<file path="src/core/itpi_pkg.sv">
// package: port map, control word fields and encodings for the interval timer port interface
package itpi_pkg;
    // ----------------------------------------
    // port addresses
    // ----------------------------------------
    localparam logic [7:0] ITPI_PORT_CNT0 = 8'h40;
    localparam logic [7:0] ITPI_PORT_CNT1 = 8'h41;
    localparam logic [7:0] ITPI_PORT_CNT2 = 8'h42;
    localparam logic [7:0] ITPI_PORT_CTRL = 8'h43;
    localparam logic [7:0] ITPI_ALIAS_OFS = 8'h10;
    // ----------------------------------------
    // control word fields
    // ----------------------------------------
    localparam int ITPI_SEL_HI = 7;
    localparam int ITPI_SEL_LO = 6;
    localparam int ITPI_RW_HI = 5;
    localparam int ITPI_RW_LO = 4;
    localparam int ITPI_MODE_HI = 3;
    localparam int ITPI_MODE_LO = 1;
    localparam int ITPI_BCD_BIT = 0;
    localparam int ITPI_RB_NOCOUNT = 5;
    localparam int ITPI_RB_NOSTAT = 4;
    localparam int ITPI_RB_SEL0 = 1;
    localparam logic [1:0] ITPI_SEL_READBACK = 2'h3;
    localparam logic [1:0] ITPI_RW_LATCH = 2'h0;
    localparam logic [1:0] ITPI_RW_LSB = 2'h1;
    localparam logic [1:0] ITPI_RW_MSB = 2'h2;
    localparam logic [1:0] ITPI_RW_BOTH = 2'h3;
    // ----------------------------------------
    // status byte and reset values
    // ----------------------------------------
    localparam int ITPI_ST_OUT = 7;
    localparam int ITPI_ST_NULL = 6;
    localparam logic [7:0] ITPI_UNDEF_READ = 8'h00;
    localparam logic [2:0] ITPI_MODE_RST = 3'h0;
    localparam logic [1:0] ITPI_RW_RST = 2'h0;
    localparam logic [15:0] ITPI_CNT_RST = 16'h0000;
    localparam logic [15:0] ITPI_BCD_MAX = 16'h9999;
    localparam logic [15:0] ITPI_BIN_MAX = 16'hffff;
    // counting phase of one counter
    typedef enum logic [1:0] {
        ITPI_IDLE = 2'b00,
        ITPI_ARMED = 2'b01,
        ITPI_RUN = 2'b11
    } itpi_phase_t;
endpackage

</file>
<file path="src/core/itpi_top.sv">
// interval timer port interface: port decode, control word, latch and read-back, three counters
`timescale 1ns/1ps
`default_nettype none
module itpi_top
    import itpi_pkg::*;
#(
    parameter int NUM_CNT = 3,
    parameter int WIDTH = 16
) (
    // clock and reset
    input wire logic clk,
    input wire logic rst,
    // host i/o port
    input wire logic io_wr,
    input wire logic io_rd,
    input wire logic [7:0] io_addr,
    input wire logic [7:0] io_wdata,
    output logic [7:0] io_rdata,
    output logic io_hit,
    // counting
    input wire logic tick,
    input wire logic [NUM_CNT-1:0] gate,
    output logic [NUM_CNT-1:0] cnt_out
);
    // ----------------------------------------
    // decode
    // ----------------------------------------
    function automatic logic port_is(input logic [7:0] a, input logic [7:0] p);
        return (a == p) || (a == p + ITPI_ALIAS_OFS);
    endfunction

    wire logic sel_c0 = port_is(io_addr, ITPI_PORT_CNT0);
    wire logic sel_c1 = port_is(io_addr, ITPI_PORT_CNT1);
    wire logic sel_c2 = port_is(io_addr, ITPI_PORT_CNT2);
    wire logic sel_ctl = port_is(io_addr, ITPI_PORT_CTRL);
    wire logic [NUM_CNT-1:0] sel_cnt = {sel_c2, sel_c1, sel_c0};
    wire logic any_sel = sel_ctl || (|sel_cnt);

    // ----------------------------------------
    // control word
    // ----------------------------------------
    wire logic ctl_wr = io_wr && sel_ctl;
    wire logic [1:0] cw_sel = io_wdata[ITPI_SEL_HI:ITPI_SEL_LO];
    wire logic [1:0] cw_rw = io_wdata[ITPI_RW_HI:ITPI_RW_LO];
    wire logic cw_readback = ctl_wr && (cw_sel == ITPI_SEL_READBACK);
    // latch words never touch mode or format of the counter
    wire logic cw_latch = ctl_wr && !cw_readback && (cw_rw == ITPI_RW_LATCH);
    wire logic cw_program = ctl_wr && !cw_readback && (cw_rw != ITPI_RW_LATCH);

    // ----------------------------------------
    // latch and read-back commands
    // ----------------------------------------
    // read-back fields: inverted latch enables and one select bit per counter
    wire logic rb_count = !io_wdata[ITPI_RB_NOCOUNT];
    wire logic rb_stat = !io_wdata[ITPI_RB_NOSTAT];
    wire logic [NUM_CNT-1:0] rb_pick = io_wdata[ITPI_RB_SEL0 +: NUM_CNT];

    // ----------------------------------------
    // per-counter state
    // ----------------------------------------
    logic [2:0] mode [NUM_CNT];
    logic [1:0] rwfmt [NUM_CNT];
    logic [NUM_CNT-1:0] bcd;
    logic [NUM_CNT-1:0] wr_ptr;
    logic [NUM_CNT-1:0] rd_ptr;
    logic [7:0] low_hold [NUM_CNT];
    logic [WIDTH-1:0] latch_val [NUM_CNT];
    logic [NUM_CNT-1:0] cnt_latched;
    logic [NUM_CNT-1:0] stat_latched;
    logic [7:0] stat_val [NUM_CNT];
    logic [NUM_CNT-1:0] load_en;
    logic [WIDTH-1:0] load_value [NUM_CNT];
    logic [WIDTH-1:0] count [NUM_CNT];
    logic [NUM_CNT-1:0] out_level;
    logic [NUM_CNT-1:0] null_count;
    logic [7:0] rd_byte [NUM_CNT];
    logic [NUM_CNT-1:0] prog_en;
    logic [NUM_CNT-1:0] latch_cnt_req;
    logic [NUM_CNT-1:0] latch_st_req;

    genvar g;
    generate
        for (g = 0; g < NUM_CNT; g++) begin : gen_cnt
            wire logic hit = (cw_sel == 2'(g));
            // the counter must see the new mode on the programming edge, not the stale one
            wire logic [2:0] next_mode = prog_en[g] ? io_wdata[ITPI_MODE_HI:ITPI_MODE_LO] : mode[g];
            wire logic wr_here = io_wr && sel_cnt[g];
            wire logic rd_here = io_rd && sel_cnt[g];
            wire logic both = (rwfmt[g] == ITPI_RW_BOTH);
            wire logic [WIDTH-1:0] rd_src = cnt_latched[g] ? latch_val[g] : count[g];
            // a value past the decimal range is clamped so the countdown stays legal
            wire logic [WIDTH-1:0] raw_val = (rwfmt[g] == ITPI_RW_LSB) ? {8'h00, io_wdata} :
                                             (rwfmt[g] == ITPI_RW_MSB) ? {io_wdata, 8'h00} :
                                             {io_wdata, low_hold[g]};
            wire logic [WIDTH-1:0] fit_val = (bcd[g] && raw_val > ITPI_BCD_MAX) ? ITPI_BCD_MAX : raw_val;
            // a two-byte load commits on the high byte only, so half a count never runs
            wire logic wr_done = wr_here && (!both || wr_ptr[g]);
            wire logic rd_done = rd_here && !stat_latched[g] && (!both || rd_ptr[g]);

            // ----------------------------------------
            // command steering
            // ----------------------------------------
            assign prog_en[g] = cw_program && hit;
            assign latch_cnt_req[g] = (cw_latch && hit) || (cw_readback && rb_pick[g] && rb_count);
            assign latch_st_req[g] = cw_readback && rb_pick[g] && rb_stat;
            assign load_en[g] = wr_done;
            assign load_value[g] = fit_val;
            // a pending status byte is served before any count byte
            assign rd_byte[g] = stat_latched[g] ? stat_val[g] :
                                ((rwfmt[g] == ITPI_RW_MSB) || (both && rd_ptr[g])) ? rd_src[15:8] : rd_src[7:0];

            // ----------------------------------------
            // per-counter registers
            // ----------------------------------------
            always_ff @(posedge clk) begin
                if (rst) begin
                    mode[g] <= ITPI_MODE_RST;
                    rwfmt[g] <= ITPI_RW_RST;
                    bcd[g] <= 1'b0;
                    wr_ptr[g] <= 1'b0;
                    rd_ptr[g] <= 1'b0;
                    low_hold[g] <= 8'h00;
                    latch_val[g] <= ITPI_CNT_RST;
                    cnt_latched[g] <= 1'b0;
                    stat_latched[g] <= 1'b0;
                    stat_val[g] <= 8'h00;
                end else if (prog_en[g]) begin
                    mode[g] <= io_wdata[ITPI_MODE_HI:ITPI_MODE_LO];
                    rwfmt[g] <= cw_rw;
                    bcd[g] <= io_wdata[ITPI_BCD_BIT];
                    wr_ptr[g] <= 1'b0;
                    rd_ptr[g] <= 1'b0;
                    cnt_latched[g] <= 1'b0;
                    stat_latched[g] <= 1'b0;
                end else begin
                    if (wr_here && both) begin
                        wr_ptr[g] <= ~wr_ptr[g];
                        low_hold[g] <= io_wdata;
                    end
                    // a status read leaves the byte pointer where it was
                    if (rd_here && stat_latched[g]) begin
                        stat_latched[g] <= 1'b0;
                    end else if (rd_here) begin
                        if (both) begin
                            rd_ptr[g] <= ~rd_ptr[g];
                        end
                        if (rd_done) begin
                            cnt_latched[g] <= 1'b0;
                        end
                    end
                    // new requests are dropped while an earlier snapshot is unread
                    if (latch_cnt_req[g] && !cnt_latched[g]) begin
                        cnt_latched[g] <= 1'b1;
                        latch_val[g] <= count[g];
                    end
                    if (latch_st_req[g] && !stat_latched[g]) begin
                        stat_latched[g] <= 1'b1;
                        stat_val[g] <= {out_level[g], null_count[g], rwfmt[g], mode[g], bcd[g]};
                    end
                end
            end

            // ----------------------------------------
            // counting element
            // ----------------------------------------
            itpi_counter #(
                .WIDTH(WIDTH)
            ) u_counter (
                .clk(clk),
                .rst(rst),
                .program_en(prog_en[g]),
                .mode(next_mode),
                .bcd(bcd[g]),
                .load_en(load_en[g]),
                .load_value(load_value[g]),
                .tick(tick),
                .gate(gate[g]),
                .count(count[g]),
                .out_level(out_level[g]),
                .null_count(null_count[g])
            );
        end
    endgenerate

    // ----------------------------------------
    // read data and outputs
    // ----------------------------------------
    // control port has no read path; it reads as a fixed filler
    wire logic [7:0] next_rdata = sel_c0 ? rd_byte[0] :
                                  sel_c1 ? rd_byte[1] :
                                  sel_c2 ? rd_byte[2] : ITPI_UNDEF_READ;

    always_ff @(posedge clk) begin
        if (rst) begin
            io_rdata <= 8'h00;
            io_hit <= 1'b0;
            cnt_out <= '0;
        end else begin
            io_rdata <= io_rd ? next_rdata : 8'h00;
            // any decoded port answers, control reads included
            io_hit <= (io_rd || io_wr) && any_sel;
            cnt_out <= out_level;
        end
    end
endmodule
`default_nettype wire

</file>
<file path="src/core/itpi_counter.sv">
// one counting element: decrements on tick, binary or decimal, drives its output
`timescale 1ns/1ps
`default_nettype none
module itpi_counter
    import itpi_pkg::*;
#(
    parameter int WIDTH = 16
) (
    // clock and reset
    input wire logic clk,
    input wire logic rst,
    // programming
    input wire logic program_en,
    input wire logic [2:0] mode,
    input wire logic bcd,
    input wire logic load_en,
    input wire logic [WIDTH-1:0] load_value,
    // counting
    input wire logic tick,
    input wire logic gate,
    output logic [WIDTH-1:0] count,
    output logic out_level,
    output logic null_count
);
    itpi_phase_t phase;
    logic [WIDTH-1:0] reload;
    logic programmed;

    // decimal borrow: each zero nibble below the lowest non-zero nibble wraps to nine
    function automatic logic [WIDTH-1:0] dec_bcd(input logic [WIDTH-1:0] v);
        logic [WIDTH-1:0] r;
        logic borrow;
        r = v;
        borrow = 1'b1;
        for (int i = 0; i < WIDTH / 4; i++) begin
            if (borrow) begin
                if (v[i*4 +: 4] == 4'h0) begin
                    r[i*4 +: 4] = 4'h9;
                end else begin
                    r[i*4 +: 4] = v[i*4 +: 4] - 4'h1;
                    borrow = 1'b0;
                end
            end
        end
        return r;
    endfunction

    wire logic periodic = (mode[1:0] == 2'b10) || (mode[1:0] == 2'b11);
    wire logic square = (mode[1:0] == 2'b11);
    wire logic at_end = (count == {{(WIDTH-1){1'b0}}, 1'b1}) || (count == '0);
    wire logic [WIDTH-1:0] dec_count = bcd ? dec_bcd(count) : count - {{(WIDTH-1){1'b0}}, 1'b1};

    always_ff @(posedge clk) begin
        if (rst) begin
            phase <= ITPI_IDLE;
            count <= ITPI_CNT_RST;
            reload <= ITPI_CNT_RST;
            out_level <= 1'b0;
            null_count <= 1'b0;
            programmed <= 1'b0;
        end else if (program_en) begin
            phase <= ITPI_IDLE;
            programmed <= 1'b1;
            out_level <= (mode != ITPI_MODE_RST);
            null_count <= 1'b1;
        end else begin
            if (load_en) begin
                reload <= load_value;
                phase <= ITPI_ARMED;
                null_count <= 1'b1;
            end else if (phase == ITPI_ARMED && tick) begin
                count <= reload;
                phase <= ITPI_RUN;
                null_count <= 1'b0;
            end else if (phase == ITPI_RUN && tick && gate) begin
                if (at_end) begin
                    if (periodic) begin
                        count <= reload;
                        out_level <= square ? ~out_level : 1'b1;
                    end else begin
                        count <= dec_count;
                        out_level <= (mode == ITPI_MODE_RST) ? 1'b1 : ~out_level;
                    end
                end else begin
                    count <= dec_count;
                    if (periodic && !square) begin
                        out_level <= 1'b1;
                    end
                end
            end
            if (!programmed) begin
                out_level <= 1'b0;
            end
        end
    end
endmodule
`default_nettype wire

</file>
<file path="config.mk">
export PLATFORM = sky130hd
export DESIGN_NAME = itpi_top
export DESIGN_NICKNAME = d
export VERILOG_FILES = /design/src/core/itpi_pkg.sv /design/src/core/itpi_top.sv /design/src/core/itpi_counter.sv
export SDC_FILE = /design/constraint.sdc
export NUM_CORES = 1
export LEC_CHECK = 0
export ABC_AREA = 1
export ABC_CLOCK_PERIOD_IN_PS = 4500
export BUFFER_PORTS_ARGS = -buffer_cell sky130_fd_sc_hd__buf_4
export CELL_PAD_IN_SITES_DETAIL_PLACEMENT = 0
export CELL_PAD_IN_SITES_GLOBAL_PLACEMENT = 1
export CORE_MARGIN = 1
export CORE_UTILIZATION = 45
export CTS_BUF_LIST = sky130_fd_sc_hd__clkbuf_4
export CTS_CLUSTER_SIZE = 20
export DETAILED_ROUTE_END_ITERATION = 7
export PLACE_DENSITY = 0.8
export REMOVE_ABC_BUFFERS = 1
export SLEW_MARGIN = 5
export SYNTH_ARGS = -nofsm -noshare
export SYNTH_HDL_FRONTEND = slang
export SYNTH_SLANG_ARGS = --single-unit
</file>
<file path="constraint.sdc">
create_clock -name clk -period 4.5 [get_ports clk]
set_input_delay 0.675 -clock clk [delete_from_list [all_inputs] [get_ports clk]]
set_output_delay 0.675 -clock clk [all_outputs]
set_load 0.01 [all_outputs]
</file>
==> impl_metrics.tcl <==
set metrics [dict create \
    status "finished clean" \
    synthAdderAreaFrac 0.00803 \
    io_buffers 34 \
    globalplace.congestion 0.853 \
    cts_root_buf "clkbuf_4" \
    post-dp-hpwl_um 30600 \
    fin_crit_ns 2.57 \
    synthFlopType "dfxtp_1" \
    area_growth_pct 9.54 \
    layout.nets 2043 \
    rsz0062_at_grt "false" \
    die-area_um2 31900 \
    tightest_slew_ns 1.29 \
    muxShareOfSynthArea 0 \
    firstDrtPassIters 5 \
    antenna_found_initial 1 \
    min_period_over_period 0.571 \
    cp_cell_sequence "clkinv_1, nand2_1, nand2_1" \
    hold_violations 0 \
    cts_made_buffers 70 \
    hold_buffers 0 \
    grt_pass1_vias 12256 \
    place_ws_ns 1.28 \
    grt_pass1_wl_um 66500 \
    die_x_um 179 \
    final_common_cell "nand2_1" \
    slowest_stage "dfxtp_1" \
    clk_path_buf_depth 3 \
    dp.cells 2334 \
    crit_path_end_kind "register" \
    initial_core_util 0.459 \
    clk_latency_ns 0.70 \
    cts.sinks 249 \
    layout_common_cells "nand2_1 (450), nor2_1 (349), inv_1 (220)" \
    postSynth.asyncResetShare 0 \
    netlist_area_um2 14000 \
    tns_ns 0 \
    synth_compound_area_frac 0.138 \
    synthSimpleGateAreaFrac 0.316 \
    setup_viol 0 \
    io_pins 36 \
    core-area_um2 30600 \
    slowest_delay_ns 0.88 \
    yosys.area_share.xor_xnor 0.00999 \
    synth-warning-count 0 \
    power_mw 4.79 \
    max-slew-margin-rel 0.119 \
    drive_gt1_frac 0.110 \
    instances_no_fill 2465 \
    grt_max_degree 65 \
    path_class "register to register" \
    wl_per_cell_um 17.3 \
    via_count 13158 \
    crit_path_start_kind "register" \
    worst_slack_ns 1.93 \
    irDropWorstVdd_v 0.000190 \
    drt_wl_total_um 42700 \
    vias_per_cell 5.34 \
    yosysSeqAreaShare 0.435 \
    fmax_mhz 389 \
    grt-ovfl-total 0 \
    synth_area_per_cell_um2 7.10 \
    drt_iter0_drc 1072 \
    cp.required_ns 4.75 \
    min-delay-path-class "input port to register" \
    rows 64 \
    htreeDepth 3 \
    drc 0 \
    grtUsageTotal 0.273 \
    drv_cap 0 \
    synth_cell_types 50 \
    clock_skew_ns 0.0523 \
    p_leak_nw 6.74 \
    cp_max_fo 26 \
    arrival_ns 2.82 \
    antenna_left 0 \
    synth_edf_count 111 \
    tritoncts "done" \
    p_per_area_nw_per_um2 312 \
    clk_pin_slew_worst_paths_ns 0.08 \
    cts_setup_buffers 0 \
    synth_top_family_by_area "simple AND/OR/NAND/NOR gates" \
    crit_top_cell "nand2_1" \
    synthCells 1976 \
    synth_seq_cells 249 \
    post_cts_resize_count 0 \
    slew_violations 0 \
    fp.dieH_um 179 \
]
cell type report:
class | instances | area [um^2]
inverter | 235 | 882
fill | 3166 | 15200
multi-input combinational | 1406 | 6620
tap | 396 | 495
antenna | 1 | 2.50
sequential | 249 | 6100
clock buffer | 106 | 796
clock inverter | 24 | 110
timing repair buffer | 48 | 360
worst paths after layout:
kind	startpoint	endpoint	slack [ns]	cells past startpoint
worst max-delay path	cnt_latched[1]	latch_val[1][0]	1.93	3
worst min-delay path	io_rd	stat_latched[0]	0.34	4
worst max register to register	cnt_latched[1]	latch_val[1][0]	1.93	3
worst min register to register	gen_cnt[0].u_counter.programmed	gen_cnt[0].u_counter.programmed	0.46	2
worst max-delay path: cells and delay by family, from the launching register on:
| family | cells | cell delay (ns) |
|---|---|---|
| buf+inv | 1 | 0.55 |
| simple gates | 2 | 0.67 |
| flops | 1 | 0.88 |
cell usage after synthesis (8+ instances only):
cell type	count	area [um^2]
buf_2	28	140
dfxtp_1	138	2760
o211ai_1	20	150
a21oi_1	106	531
nand2_2	12	75.1
nor2_1	349	1310
nand2_1	450	1690
ha_1	9	113
a31oi_1	23	144
nor2_2	14	87.6
nand3_1	175	876
o21ai_0	124	621
inv_1	220	826
edfxtp_1	111	3330
clkbuf_1	44	165
a211oi_1	18	135
inv_2	11	41.3
nand4_1	19	119
nor3_1	8	40.0
xor2_1	13	114
routing by layer:
metal	global-route usage	vias to the layer above	wire length (um)
met1	0.370	6173	19400
met5	0	-	0
met2	0.440	335	20000
met3	0.0467	64	2340
li1	-	6586	-
met4	0.0858	0	956
stage by stage:
step	hold slack (ns)	area (um^2)	utilization
after CTS	0.288	15400	0.502
after global placement	0.444	14500	0.473
after floorplan	0.430	13600	-
final	0.344	15400	0.502
after global routing	0.302	15400	0.502
after detailed placement	0.452	14500	0.473
cell families (layout without fill, tap and decap cells):
| group | after synthesis | count (layout) |
|---|---|---|
| XOR/XNOR | 16 | 16 |
| buffers and inverters | 321 | 413 |
| AND/OR/NAND/NOR | 1051 | 1051 |
| AO/OA/AOI/OAI | 330 | 330 |
| other | 0 | 1 |
| adder cells (fa/ha/maj) | 9 | 9 |
| flip-flops | 249 | 249 |
sequential cells by signal, summed over array words and instances (netlist names), 6 cells and up:
signal	flops
gen_cnt.u_counter.count	48
gen_cnt.u_counter.phase	6
gen_cnt.u_counter.reload	48
io_rdata	8
latch_val	48
low_hold	24
mode	9
rwfmt	6
stat_val	24
power by group:
group | internal [mW] | switching, mW
logic | 0.0659 | 0.215
registers | 2.39 | 0.0149
clock network | 1.09 | 1.01
Note: power is estimated with default switching activity, not from simulation.
